===== src/design/pmx_pkg.sv =====
// pmx_pkg: register map, reset values, route fields and carrier types
// for the port A..D pin function multiplexer.
// assumes one 200 MHz clock and a synchronous active-high reset.
package pmx_pkg;

  // ----------------------------------------------------------------
  // register byte offsets
  // ----------------------------------------------------------------
  localparam logic [7:0] OFS_DATA_A = 8'h00;
  localparam logic [7:0] OFS_DIR_A  = 8'h04;
  localparam logic [7:0] OFS_DATA_B = 8'h08;
  localparam logic [7:0] OFS_DIR_B  = 8'h0C;
  localparam logic [7:0] OFS_DATA_C = 8'h10;
  localparam logic [7:0] OFS_DIR_C  = 8'h14;
  localparam logic [7:0] OFS_DATA_D = 8'h18;
  localparam logic [7:0] OFS_DIR_D  = 8'h1C;
  localparam logic [7:0] OFS_ROUTE  = 8'h20;
  localparam logic [7:0] OFS_PINS   = 8'h24;
  localparam logic [7:0] OFS_GPSEL  = 8'h28;
  localparam logic [7:0] OFS_MODE   = 8'h2C;

  // ----------------------------------------------------------------
  // reset values: every port pin comes up as a general-purpose input
  // ----------------------------------------------------------------
  localparam logic [7:0]  RST_DATA   = 8'h00;
  localparam logic [7:0]  RST_DIR    = 8'h00;
  localparam logic [7:0]  RST_ROUTE  = 8'h00;
  localparam logic [7:0]  RST_OE_N   = 8'hFF;
  localparam logic        RST_IDLE   = 1'b1;
  localparam logic [31:0] RD_UNMAPPED = 32'h0000_0000;

  // ----------------------------------------------------------------
  // route register field positions
  // ----------------------------------------------------------------
  localparam int          RT_PWM6    = 0;
  localparam int          RT_PWM4    = 1;
  localparam int          RT_PWM2    = 2;
  localparam int          RT_TWI     = 3;
  localparam int          RT_CAN     = 4;
  localparam int          RT_LIN_LSB = 5;
  localparam logic [2:0]  LIN_PIN_CODE = 3'h1;

  // ----------------------------------------------------------------
  // carrier types
  // ----------------------------------------------------------------
  typedef struct packed {
    logic [7:0] dout;
    logic [7:0] oe_n;
  } pmx_pad_t;

  typedef struct packed {
    logic [15:0] fp_en;
    logic [15:0] fp;
    logic [3:0]  bp_en;
    logic [3:0]  bp;
  } pmx_lcd_t;

  // timer 0 channels 7..4 sit at index 3..0
  typedef struct packed {
    logic [3:0] en;
    logic [3:0] dout;
  } pmx_tim_t;

  typedef struct packed {
    logic amp_en;
    logic amp;
    logic tone_en;
    logic tone;
  } pmx_snd_t;

  typedef struct packed {
    logic tx_en;
    logic tx;
    logic rx_en;
  } pmx_ser_t;

  // open-drain pull requests from the two-wire controller
  typedef struct packed {
    logic sda_low;
    logic scl_low;
  } pmx_twi_t;

endpackage


===== src/design/pmx_sync.sv =====
// pmx_sync: two flip-flop synchroniser for a bus of independent levels.
// assumes each bit is a slow level; no multi-bit coherence is promised.
`timescale 1ns/1ps
module pmx_sync #(
  parameter int W = 8
) (
  input  wire logic         clk_i,
  input  wire logic [W-1:0] d_i,
  output logic      [W-1:0] q_o
);
  import pmx_pkg::*;

  logic [W-1:0] meta_reg;
  logic [W-1:0] q_reg;

  if (W < 1) begin : g_chk
    $error("pmx_sync: W must be at least 1");
  end

  // no reset: the chain must keep sampling while reset is held
  always_ff @(posedge clk_i) begin
    meta_reg <= d_i;
    q_reg    <= meta_reg;
  end

  assign q_o = q_reg;
endmodule


===== src/design/pmx_prio.sv =====
// pmx_prio: per-pin three-level function pick for one port.
// assumes enables are same-clock levels; result is registered by the caller.
`timescale 1ns/1ps
module pmx_prio #(
  parameter int W = 8
) (
  input  wire logic [W-1:0] hi_en_i,
  input  wire logic [W-1:0] hi_out_i,
  input  wire logic [W-1:0] hi_drv_i,
  input  wire logic [W-1:0] mid_en_i,
  input  wire logic [W-1:0] mid_out_i,
  input  wire logic [W-1:0] mid_drv_i,
  input  wire logic [W-1:0] gp_dout_i,
  input  wire logic [W-1:0] gp_dir_i,
  output logic      [W-1:0] pad_out_o,
  output logic      [W-1:0] pad_oe_n_o,
  output logic      [W-1:0] gp_sel_o
);
  import pmx_pkg::*;

  if (W < 1 || W > 8) begin : g_chk
    $error("pmx_prio: W must be 1 to 8");
  end

  // highest enabled function owns the pad; a claim with drv low
  // makes the pin an input for that function
  always_comb begin
    pad_out_o  = '0;
    pad_oe_n_o = '1;
    gp_sel_o   = '0;
    for (int i = 0; i < W; i++) begin
      if (hi_en_i[i]) begin
        pad_out_o[i]  = hi_out_i[i];
        pad_oe_n_o[i] = ~hi_drv_i[i];
      end else if (mid_en_i[i]) begin
        pad_out_o[i]  = mid_out_i[i];
        pad_oe_n_o[i] = ~mid_drv_i[i];
      end else begin
        pad_out_o[i]  = gp_dout_i[i];
        pad_oe_n_o[i] = ~gp_dir_i[i];
        gp_sel_o[i]   = 1'b1;
      end
    end
  end
endmodule


===== src/design/pmx_port_mux.sv =====
// pmx_port_mux: pin function multiplexer for the debug pin and ports
// A, B, C and D, with a classic Wishbone register slave.
// assumes peripheral signals are on clk_i; pads are asynchronous.
//
// Function
// - highest-ranked enabled function owns the pad
// - debug pin is mode strap in reset
// - port A carries frontplane 7..0 at top
// - routed pwm 6,4,2 on A7,A6,A5
// - pwm 0 on A4 via pwm6 route
// - routed two-wire data, clock on A3,A2
// - A1, A0 offer only frontplane then gpio
// - port B carries backplane 3..0, gpio reset
// - C7 serial transmit, C6 serial receive
// - C5,C4 timer 7,6 then sound outputs
// - C3 timer 5 then LIN transmit
// - C2 timer 4 then LIN receive
// - C1,C0 CAN transmit, receive when routed
// - port D carries frontplane 15..8, gpio reset
// - port C leaves reset as gpio
`timescale 1ns/1ps
module pmx_port_mux (
  input  wire logic              clk_i,
  input  wire logic              rst_i,
  // wishbone classic slave
  input  wire logic              wb_cyc_i,
  input  wire logic              wb_stb_i,
  input  wire logic              wb_we_i,
  input  wire logic [7:0]        wb_adr_i,
  input  wire logic [3:0]        wb_sel_i,
  input  wire logic [31:0]       wb_dat_i,
  output logic      [31:0]       wb_dat_o,
  output logic                   wb_ack_o,
  // peripheral sources
  input  wire pmx_pkg::pmx_lcd_t lcd_i,
  input  wire logic [7:0]        pwm_i,
  input  wire pmx_pkg::pmx_tim_t timer0_chan_out_i,
  input  wire pmx_pkg::pmx_snd_t sound_i,
  input  wire pmx_pkg::pmx_ser_t serial1_i,
  input  wire pmx_pkg::pmx_twi_t twowire_i,
  input  wire logic              can_tx_i,
  input  wire logic              lin_xcvr_rx_i,
  input  wire logic              debug_out_i,
  input  wire logic              debug_drive_i,
  // peripheral returns
  output logic                   serial1_rx_o,
  output logic                   can_rx_o,
  output logic                   lin_xcvr_tx_o,
  output logic                   twowire_sda_o,
  output logic                   twowire_scl_o,
  output logic                   debug_rx_o,
  output logic                   boot_mode_select_o,
  // pads
  input  wire logic              debug_pin_i,
  output logic                   debug_pin_o,
  output logic                   debug_pin_oe_n_o,
  input  wire logic [7:0]        pad_a_i,
  output pmx_pkg::pmx_pad_t      pad_a_o,
  input  wire logic [3:0]        pad_b_i,
  output logic      [3:0]        pad_b_dout_o,
  output logic      [3:0]        pad_b_oe_n_o,
  input  wire logic [7:0]        pad_c_i,
  output pmx_pkg::pmx_pad_t      pad_c_o,
  input  wire logic [7:0]        pad_d_i,
  output pmx_pkg::pmx_pad_t      pad_d_o
);
  import pmx_pkg::*;

  // ----------------------------------------------------------------
  // declarations
  // ----------------------------------------------------------------
  logic [7:0]  data_a_reg, data_a_next, dir_a_reg, dir_a_next;
  logic [7:0]  data_b_reg, data_b_next, dir_b_reg, dir_b_next;
  logic [7:0]  data_c_reg, data_c_next, dir_c_reg, dir_c_next;
  logic [7:0]  data_d_reg, data_d_next, dir_d_reg, dir_d_next;
  logic [7:0]  route_reg, route_next;
  logic        ack_reg, ack_next;
  logic [31:0] rdat_reg, rdat_next;
  logic        req;
  logic        wr_lo;
  logic [7:0]  sa, sc, sd;
  logic [3:0]  sb;
  logic        sdbg;
  logic        pwm6_route_bit, pwm4_route_bit, pwm2_route_bit;
  logic        twowire_route_bit, can_route_bit, lin_on;
  logic [2:0]  lin_route_field;
  logic [7:0]  a_mid_en, a_mid_out, a_mid_drv;
  logic [7:0]  c_hi_en, c_hi_out, c_hi_drv;
  logic [7:0]  c_mid_en, c_mid_out, c_mid_drv;
  logic [7:0]  a_out, a_oe_n, a_gp, c_out, c_oe_n, c_gp;
  logic [7:0]  d_out, d_oe_n, d_gp;
  logic [3:0]  b_out, b_oe_n, b_gp;
  pmx_pad_t    pa_reg, pa_next, pc_reg, pc_next, pd_reg, pd_next;
  logic [3:0]  pb_out_reg, pb_out_next, pb_oe_reg, pb_oe_next;
  logic        dbg_o_reg, dbg_o_next, dbg_oe_reg, dbg_oe_next;
  logic        boot_reg, boot_next;
  logic        ser_rx_reg, ser_rx_next, can_rx_reg, can_rx_next;
  logic        lin_tx_reg, lin_tx_next, dbg_rx_reg, dbg_rx_next;
  logic        sda_reg, sda_next, scl_reg, scl_next;

  // address match on the word part only
  function automatic logic hit(input logic [7:0] a, input logic [7:0] o);
    return a[7:2] == o[7:2];
  endfunction

  // low-byte write merge, the only lane that holds register bits
  function automatic logic [7:0] merge(input logic [7:0] cur,
                                       input logic       en,
                                       input logic [7:0] d);
    return en ? d : cur;
  endfunction

  // ----------------------------------------------------------------
  // pad input synchronisers
  // ----------------------------------------------------------------
  pmx_sync #(.W(8)) u_sync_a (
    .clk_i (clk_i),
    .d_i   (pad_a_i),
    .q_o   (sa)
  );
  pmx_sync #(.W(4)) u_sync_b (
    .clk_i (clk_i),
    .d_i   (pad_b_i),
    .q_o   (sb)
  );
  pmx_sync #(.W(8)) u_sync_c (
    .clk_i (clk_i),
    .d_i   (pad_c_i),
    .q_o   (sc)
  );
  pmx_sync #(.W(8)) u_sync_d (
    .clk_i (clk_i),
    .d_i   (pad_d_i),
    .q_o   (sd)
  );
  pmx_sync #(.W(1)) u_sync_dbg (
    .clk_i (clk_i),
    .d_i   (debug_pin_i),
    .q_o   (sdbg)
  );

  // ----------------------------------------------------------------
  // wishbone register file
  // ----------------------------------------------------------------
  // one request is served per ack; the cycle after ack is a gap
  assign req   = wb_cyc_i & wb_stb_i & ~ack_reg;
  // write lands on the edge where the master sees ack, request still held
  assign wr_lo = wb_cyc_i & wb_stb_i & ack_reg & wb_we_i & wb_sel_i[0];

  // write decode; unmapped writes are acked and dropped
  always_comb begin
    ack_next    = req;
    data_a_next = merge(data_a_reg, wr_lo & hit(wb_adr_i, OFS_DATA_A), wb_dat_i[7:0]);
    dir_a_next  = merge(dir_a_reg,  wr_lo & hit(wb_adr_i, OFS_DIR_A),  wb_dat_i[7:0]);
    data_b_next = merge(data_b_reg, wr_lo & hit(wb_adr_i, OFS_DATA_B), wb_dat_i[7:0]);
    dir_b_next  = merge(dir_b_reg,  wr_lo & hit(wb_adr_i, OFS_DIR_B),  wb_dat_i[7:0]);
    data_c_next = merge(data_c_reg, wr_lo & hit(wb_adr_i, OFS_DATA_C), wb_dat_i[7:0]);
    dir_c_next  = merge(dir_c_reg,  wr_lo & hit(wb_adr_i, OFS_DIR_C),  wb_dat_i[7:0]);
    data_d_next = merge(data_d_reg, wr_lo & hit(wb_adr_i, OFS_DATA_D), wb_dat_i[7:0]);
    dir_d_next  = merge(dir_d_reg,  wr_lo & hit(wb_adr_i, OFS_DIR_D),  wb_dat_i[7:0]);
    route_next  = merge(route_reg,  wr_lo & hit(wb_adr_i, OFS_ROUTE),  wb_dat_i[7:0]);
    // port B has four pins; upper bits stay zero
    data_b_next[7:4] = 4'h0;
    dir_b_next[7:4]  = 4'h0;
  end

  // read mux, registered so data lines up with ack
  always_comb begin
    rdat_next = rdat_reg;
    if (req) begin
      unique case (wb_adr_i[7:2])
        OFS_DATA_A[7:2]: rdat_next = {24'h0, data_a_reg};
        OFS_DIR_A[7:2]:  rdat_next = {24'h0, dir_a_reg};
        OFS_DATA_B[7:2]: rdat_next = {24'h0, data_b_reg};
        OFS_DIR_B[7:2]:  rdat_next = {24'h0, dir_b_reg};
        OFS_DATA_C[7:2]: rdat_next = {24'h0, data_c_reg};
        OFS_DIR_C[7:2]:  rdat_next = {24'h0, dir_c_reg};
        OFS_DATA_D[7:2]: rdat_next = {24'h0, data_d_reg};
        OFS_DIR_D[7:2]:  rdat_next = {24'h0, dir_d_reg};
        OFS_ROUTE[7:2]:  rdat_next = {24'h0, route_reg};
        OFS_PINS[7:2]:   rdat_next = {4'h0, sd, sc, sb, sa};
        OFS_GPSEL[7:2]:  rdat_next = {4'h0, d_gp, c_gp, b_gp, a_gp};
        OFS_MODE[7:2]:   rdat_next = {31'h0, boot_reg};
        default:         rdat_next = RD_UNMAPPED;
      endcase
    end
  end

  // register stage for the bus and port registers
  always_ff @(posedge clk_i) begin
    if (rst_i) begin
      ack_reg    <= 1'b0;
      rdat_reg   <= RD_UNMAPPED;
      data_a_reg <= RST_DATA;
      dir_a_reg  <= RST_DIR;
      data_b_reg <= RST_DATA;
      dir_b_reg  <= RST_DIR;
      data_c_reg <= RST_DATA;
      dir_c_reg  <= RST_DIR;
      data_d_reg <= RST_DATA;
      dir_d_reg  <= RST_DIR;
      route_reg  <= RST_ROUTE;
    end else begin
      ack_reg    <= ack_next;
      rdat_reg   <= rdat_next;
      data_a_reg <= data_a_next;
      dir_a_reg  <= dir_a_next;
      data_b_reg <= data_b_next;
      dir_b_reg  <= dir_b_next;
      data_c_reg <= data_c_next;
      dir_c_reg  <= dir_c_next;
      data_d_reg <= data_d_next;
      dir_d_reg  <= dir_d_next;
      route_reg  <= route_next;
    end
  end

  // ----------------------------------------------------------------
  // route fields
  // ----------------------------------------------------------------
  // one bit moves both pwm 6 and pwm 0; they cannot be split
  assign pwm6_route_bit    = route_reg[RT_PWM6];
  assign pwm4_route_bit    = route_reg[RT_PWM4];
  assign pwm2_route_bit    = route_reg[RT_PWM2];
  assign twowire_route_bit = route_reg[RT_TWI];
  assign can_route_bit     = route_reg[RT_CAN];
  assign lin_route_field   = route_reg[RT_LIN_LSB +: 3];
  assign lin_on            = lin_route_field == LIN_PIN_CODE;

  // ----------------------------------------------------------------
  // per-pin function tables
  // ----------------------------------------------------------------
  // port A middle rank: pwm and open-drain two-wire
  always_comb begin
    a_mid_en  = {pwm6_route_bit, pwm4_route_bit, pwm2_route_bit,
                 pwm6_route_bit,
                 twowire_route_bit, twowire_route_bit,
                 2'b00};
    a_mid_out = {pwm_i[6], pwm_i[4], pwm_i[2], pwm_i[0],
                 2'b00, 2'b00};
    // two-wire only ever pulls low, otherwise the pin is an input
    a_mid_drv = {4'hF, twowire_i.sda_low, twowire_i.scl_low, 2'b00};
  end

  // port C top rank: serial, timer, can
  always_comb begin
    c_hi_en  = {serial1_i.tx_en, serial1_i.rx_en,
                timer0_chan_out_i.en,
                can_route_bit, can_route_bit};
    c_hi_out = {serial1_i.tx, 1'b0, timer0_chan_out_i.dout,
                can_tx_i, 1'b0};
    c_hi_drv = {1'b1, 1'b0, 4'hF, 1'b1, 1'b0};
  end

  // port C middle rank: sound then LIN transceiver
  always_comb begin
    c_mid_en  = {2'b00, sound_i.amp_en, sound_i.tone_en,
                 lin_on, lin_on, 2'b00};
    c_mid_out = {2'b00, sound_i.amp, sound_i.tone,
                 1'b0, lin_xcvr_rx_i, 2'b00};
    c_mid_drv = {2'b00, 2'b11, 1'b0, 1'b1, 2'b00};
  end

  // ----------------------------------------------------------------
  // priority pickers
  // ----------------------------------------------------------------
  pmx_prio #(.W(8)) u_prio_a (
    .hi_en_i    (lcd_i.fp_en[7:0]),
    .hi_out_i   (lcd_i.fp[7:0]),
    .hi_drv_i   (8'hFF),
    .mid_en_i   (a_mid_en),
    .mid_out_i  (a_mid_out),
    .mid_drv_i  (a_mid_drv),
    .gp_dout_i  (data_a_reg),
    .gp_dir_i   (dir_a_reg),
    .pad_out_o  (a_out),
    .pad_oe_n_o (a_oe_n),
    .gp_sel_o   (a_gp)
  );
  pmx_prio #(.W(4)) u_prio_b (
    .hi_en_i    (lcd_i.bp_en),
    .hi_out_i   (lcd_i.bp),
    .hi_drv_i   (4'hF),
    .mid_en_i   (4'h0),
    .mid_out_i  (4'h0),
    .mid_drv_i  (4'h0),
    .gp_dout_i  (data_b_reg[3:0]),
    .gp_dir_i   (dir_b_reg[3:0]),
    .pad_out_o  (b_out),
    .pad_oe_n_o (b_oe_n),
    .gp_sel_o   (b_gp)
  );
  pmx_prio #(.W(8)) u_prio_c (
    .hi_en_i    (c_hi_en),
    .hi_out_i   (c_hi_out),
    .hi_drv_i   (c_hi_drv),
    .mid_en_i   (c_mid_en),
    .mid_out_i  (c_mid_out),
    .mid_drv_i  (c_mid_drv),
    .gp_dout_i  (data_c_reg),
    .gp_dir_i   (dir_c_reg),
    .pad_out_o  (c_out),
    .pad_oe_n_o (c_oe_n),
    .gp_sel_o   (c_gp)
  );
  pmx_prio #(.W(8)) u_prio_d (
    .hi_en_i    (lcd_i.fp_en[15:8]),
    .hi_out_i   (lcd_i.fp[15:8]),
    .hi_drv_i   (8'hFF),
    .mid_en_i   (8'h00),
    .mid_out_i  (8'h00),
    .mid_drv_i  (8'h00),
    .gp_dout_i  (data_d_reg),
    .gp_dir_i   (dir_d_reg),
    .pad_out_o  (d_out),
    .pad_oe_n_o (d_oe_n),
    .gp_sel_o   (d_gp)
  );

  // ----------------------------------------------------------------
  // pad and return stage
  // ----------------------------------------------------------------
  // inputs to peripherals idle high when their pin is not claimed; debug receive follows the debug pin outside reset
  always_comb begin
    pa_next      = '{dout: a_out, oe_n: a_oe_n};
    pb_out_next  = b_out;
    pb_oe_next   = b_oe_n;
    pc_next      = '{dout: c_out, oe_n: c_oe_n};
    pd_next      = '{dout: d_out, oe_n: d_oe_n};
    ser_rx_next  = (c_hi_en[6]) ? sc[6] : RST_IDLE;
    can_rx_next  = (can_route_bit) ? sc[0] : RST_IDLE;
    lin_tx_next  = (~c_hi_en[3] & lin_on) ? sc[3] : RST_IDLE;
    sda_next     = (~lcd_i.fp_en[3] & twowire_route_bit) ? sa[3] : RST_IDLE;
    scl_next     = (~lcd_i.fp_en[2] & twowire_route_bit) ? sa[2] : RST_IDLE;
    dbg_rx_next  = sdbg;
    dbg_o_next   = debug_out_i;
    dbg_oe_next  = ~debug_drive_i;
    boot_next    = boot_reg;
  end

  // strap capture runs in reset; pads fall back to gpio inputs
  always_ff @(posedge clk_i) begin
    if (rst_i) begin
      pa_reg     <= '{dout: RST_DATA, oe_n: RST_OE_N};
      pb_out_reg <= RST_DATA[3:0];
      pb_oe_reg  <= RST_OE_N[3:0];
      pc_reg     <= '{dout: RST_DATA, oe_n: RST_OE_N};
      pd_reg     <= '{dout: RST_DATA, oe_n: RST_OE_N};
      ser_rx_reg <= RST_IDLE;
      can_rx_reg <= RST_IDLE;
      lin_tx_reg <= RST_IDLE;
      sda_reg    <= RST_IDLE;
      scl_reg    <= RST_IDLE;
      dbg_rx_reg <= RST_IDLE;
      dbg_o_reg  <= 1'b0;
      dbg_oe_reg <= 1'b1;
      boot_reg   <= sdbg;
    end else begin
      pa_reg     <= pa_next;
      pb_out_reg <= pb_out_next;
      pb_oe_reg  <= pb_oe_next;
      pc_reg     <= pc_next;
      pd_reg     <= pd_next;
      ser_rx_reg <= ser_rx_next;
      can_rx_reg <= can_rx_next;
      lin_tx_reg <= lin_tx_next;
      sda_reg    <= sda_next;
      scl_reg    <= scl_next;
      dbg_rx_reg <= dbg_rx_next;
      dbg_o_reg  <= dbg_o_next;
      dbg_oe_reg <= dbg_oe_next;
      boot_reg   <= boot_next;
    end
  end

  // ----------------------------------------------------------------
  // outputs
  // ----------------------------------------------------------------
  assign wb_ack_o           = ack_reg;
  assign wb_dat_o           = rdat_reg;
  assign pad_a_o            = pa_reg;
  assign pad_b_dout_o       = pb_out_reg;
  assign pad_b_oe_n_o       = pb_oe_reg;
  assign pad_c_o            = pc_reg;
  assign pad_d_o            = pd_reg;
  assign serial1_rx_o       = ser_rx_reg;
  assign can_rx_o           = can_rx_reg;
  assign lin_xcvr_tx_o      = lin_tx_reg;
  assign twowire_sda_o      = sda_reg;
  assign twowire_scl_o      = scl_reg;
  assign debug_rx_o         = dbg_rx_reg;
  assign debug_pin_o        = dbg_o_reg;
  assign debug_pin_oe_n_o   = dbg_oe_reg;
  assign boot_mode_select_o = boot_reg;
endmodule


===== config.mk =====
export PLATFORM = sky130hd
export DESIGN_NAME = pmx_port_mux
export DESIGN_NICKNAME = d
export VERILOG_FILES = /design/src/design/pmx_pkg.sv /design/src/design/pmx_sync.sv /design/src/design/pmx_prio.sv /design/src/design/pmx_port_mux.sv
export SDC_FILE = /design/constraint.sdc
export NUM_CORES = 1
export LEC_CHECK = 0
export ABC_AREA = 0
export BUFFER_PORTS_ARGS = -buffer_cell sky130_fd_sc_hd__buf_2
export CORE_MARGIN = 1
export CORE_UTILIZATION = 54
export CTS_CLUSTER_DIAMETER = 30
export CTS_CLUSTER_SIZE = 8
export DETAILED_ROUTE_END_ITERATION = 10
export MAX_ROUTING_LAYER = met4
export PLACE_DENSITY = 0.84
export SLEW_MARGIN = 5
export SYNTH_ARGS = -nofsm -noshare
export SYNTH_HDL_FRONTEND = slang
export SYNTH_SLANG_ARGS = --single-unit

===== constraint.sdc =====
create_clock -name clk_i -period 5.7 [get_ports clk_i]
set_clock_uncertainty 0.15 [all_clocks]
set_input_delay 0.285 -clock clk_i [delete_from_list [all_inputs] [get_ports clk_i]]
set_output_delay 0.285 -clock clk_i [all_outputs]
set_load 0.05 [all_outputs]

==> key figures <==
Synthesis
  – Sequential share of the synthesized area: 0.5728
  – Yosys synthesis warning count: 0
  – Number of synthesized register bits: 216
  – Area share of the leading cell type in the synthesized netlist: 0.5688
  – Number of flops mapped to enable cells by yosys: 1
  – Netlist area before placement: 7567 sq um
  – Ranking of synthesized cells by area: sky130_fd_sc_hd__dfxtp_1 (57%), sky130_fd_sc_hd__mux2i_1 (13%), sky130_fd_sc_hd__nor2_1 (6.4%)
  – Post-Syn Area per Cell: 10.64 sq um
  – Distinct cell type count of the synthesized netlist: 57
  – Instance count of the mapped netlist: 711
  – Cell type with the largest total area after synthesis: sky130_fd_sc_hd__dfxtp_1
  – Ys flop type: sky130_fd_sc_hd__dfxtp_1
  – Async SR Flop Fraction: 0

Clocking
  – Buffer depth of the longest clock path: 3
  – CTS tree: done
  – Buffer type at the clock tree root: sky130_fd_sc_hd__clkbuf_16
  – H-tree depth: 2
  – Clock insertion delay at the later pin of the skew report: 0.49 ns
  – Total number of clock tree sinks: 216
  – Clock-pin slew reported for the worst setup and hold paths after clock tree synthesis: 0.05 ns
  – CTS Buf Count: 38

Timing
  – Final number of hold-violating endpoints: 0
  – Final count of pins violating max slew: 0
  – Minimum period implied by the final worst setup slack: 2.613 ns
  – Final setup violation count: 0
  – Aggregate negative setup slack: 0 ns
  – Maximum frequency from static timing analysis: 382.8 MHz
  – Slew at the pin with the worst max-slew slack: 1.030 ns
  – Unrepaired setup endpoints after global routing: no
  – Relative slew margins: 0.3127
  – Final worst slack: 3.087 ns
  – Final Cycle Share: 0.4584

Finish
  – Flip-flop count of the largest register after layout: 28
  – Total number of nets in the final design: 1,164
  – Layout area overhead: 43.73%
  – Share of post-route cells with drive strength above 1: 0.2754
  – Most frequent standard cell in the layout excluding fill and tap cells: sky130_fd_sc_hd__dfxtp_1
  – Fillers: 783
  – Most frequent cells in the layout: sky130_fd_sc_hd__dfxtp_1 (215), sky130_fd_sc_hd__buf_2 (206), sky130_fd_sc_hd__nor2_1 (129), sky130_fd_sc_hd__dlygate4sd3_1 (102), sky130_fd_sc_hd__mux2i_1 (97)

Setup path
  – CP required: 5.96 ns
  – Startpoint-to-endpoint class of the critical path: in -> reg
  – Largest fanout of any net on the critical path: 21
  – CP arrival: 2.87 ns
  – Crit. End Element: flop
  – Startpoint type of the worst setup path: input port

Floorplanning
  – Core outline area: 13,450 sq um
  – Die span in y: 120.4 um
  – Horizontal extent of the die: 120.4 um
  – Number of top-level pins: 245
  – Effective utilization at floorplan: 0.5625
  – Number of cell rows: 42
  – Area of the die: 14,490 sq um

Route
  – Number of nets with antenna violations after detailed routing: 0
  – Drt drc: 0
  – Routed wire length per instance: 19.72 um
  – Routed vias: 6,870
  – First-pass iteration count of the detailed router: 5
  – Final WL: 23,920 um
  – Starting DRT DRC Count: 512
  – Vias per Instance: 5.664

Power and ir drop
  – Largest voltage drop on the vdd net: 0.0003099 V
  – Leakage power of the design: 5.148 nW
  – Ratio of total power to cell area: 371.0 nW/um^2
  – Total Power Consumption: 0.004036 W

Placement
  – Post-DP HPWL: 13,760 um
  – Post-place setup slack: 2.692 ns
  – Final weighted congestion of routability-driven global placement: 0.9522
  – Number of buffers added on ports: 207

GRT
  – Total routing usage reported by global routing: 0.3394
  – Wire length of the first global-routing pass: 36,630 um
  – Pin count of the biggest net entering global routing: 78
  – Initial antenna violation count: 1
  – Number of global-route vias before repair: 7,098
  – Grt total ovfl: 0

Flow run
  – Number of max-cap violations: 0

Hold path
  – Worst hold path class: in -> reg

Status
  – Result of the run: completed
stage by stage:
stage	util	instances	hold WS, ns	area (sq um)
2_1_floorplan	-	714	0.1596	7579
3_3_place_gp	0.6437	1051	0.1607	8660
3_5_place_dp	0.6437	1051	0.1621	8660
4_1_cts	0.8081	1211	0.01414	10870
5_1_grt	0.8083	1212	0.05044	10870
6_report	0.8085	1213	0.02993	10880
layer usage:
metal,global-route usage,vias up,part of all wire
li1,-,3144,-
met2,0.5855,381,0.51
met4,0.1875,0,0.046
met5,-,-,0
met1,0.3630,3246,0.37
met3,0.07264,99,0.077
repair_timing:
action,CTS,global route
hold buffers,102,0
setup endpoints to repair,0,0
hold endpoints to repair,91,0
resized for setup,0,0
setup buffers,0,0
kinds of logic after synthesis:
kind of cell           Yosys count  synth area share
flip-flops                     216            0.5728
multiplexers                   106            0.1447
buffers and inverters           52           0.02976
AO/OA/AOI/OAI                  113            0.1095
AND/OR/NAND/NOR                223            0.1429
other                            1         0.0004956
Yosys cell counts, types with 6 or more instances:
master	number
sky130_fd_sc_hd__dfxtp_1	215
sky130_fd_sc_hd__nor2_1	129
sky130_fd_sc_hd__mux2i_1	97
sky130_fd_sc_hd__clkbuf_1	32
sky130_fd_sc_hd__nand2_1	22
sky130_fd_sc_hd__o21ai_0	20
sky130_fd_sc_hd__a211oi_1	18
sky130_fd_sc_hd__a2bb2oi_1	14
sky130_fd_sc_hd__and3_1	12
sky130_fd_sc_hd__a21oi_1	10
sky130_fd_sc_hd__buf_2	8
sky130_fd_sc_hd__mux2_2	7
sky130_fd_sc_hd__a22oi_1	6
sky130_fd_sc_hd__nor3_1	6
sky130_fd_sc_hd__o31ai_1	6
power by group:
part / switching, W / total [W] / leakage (nW) / internal, W
clock: 0.000697 / 0.00211 / 0.585 / 0.00141
sequential: 0.0000177 / 0.00158 / 1.78 / 0.00157
combinational: 0.000222 / 0.000345 / 2.78 / 0.000123
total: 0.000937 / 0.00404 / 5.15 / 0.00310
final cells by class:
cell class	count	area [sq um]	share of cell area
clock buffer	49	1086	0.09985
clock inverter	9	105.1	0.009663
timing repair buffer	314	2097	0.1928
antenna	2	5.005	0.0004601
multi-input combinational	446	3025	0.2782
tap	176	220.2	0.02025
sequential	216	4334	0.3985
inverter	1	3.754	0.0003451
worst max-delay path, stage by stage:
cell and delay [ns]:
sky130_fd_sc_hd__buf_2 0.36, sky130_fd_sc_hd__nor2b_1 0.73, sky130_fd_sc_hd__nand2_1 0.71, sky130_fd_sc_hd__o311a_1 0.52, sky130_fd_sc_hd__a221oi_1 0.25
worst paths after layout:
kind / start / end / slack [ns] / depth (start not counted)
setup / recovery: wb_adr_i[3] / wb_dat_o[5]$_SDFFE_PP0P_ / 3.09 / 5
hold / removal: pwm_i[6] / pad_a_o[15]$_SDFF_PP0_ / 0.03 / 5
setup reg to reg: wb_ack_o$_SDFF_PP0_ / route_reg[2]$_SDFFE_PP0P_ / 3.36 / 4
hold reg to reg: u_sync_c.meta_reg[7]$_DFF_P_ / u_sync_c.q_o[7]$_DFF_P_ / 0.17 / 0
No activity file was read; power rests on OpenSTA's default activity.
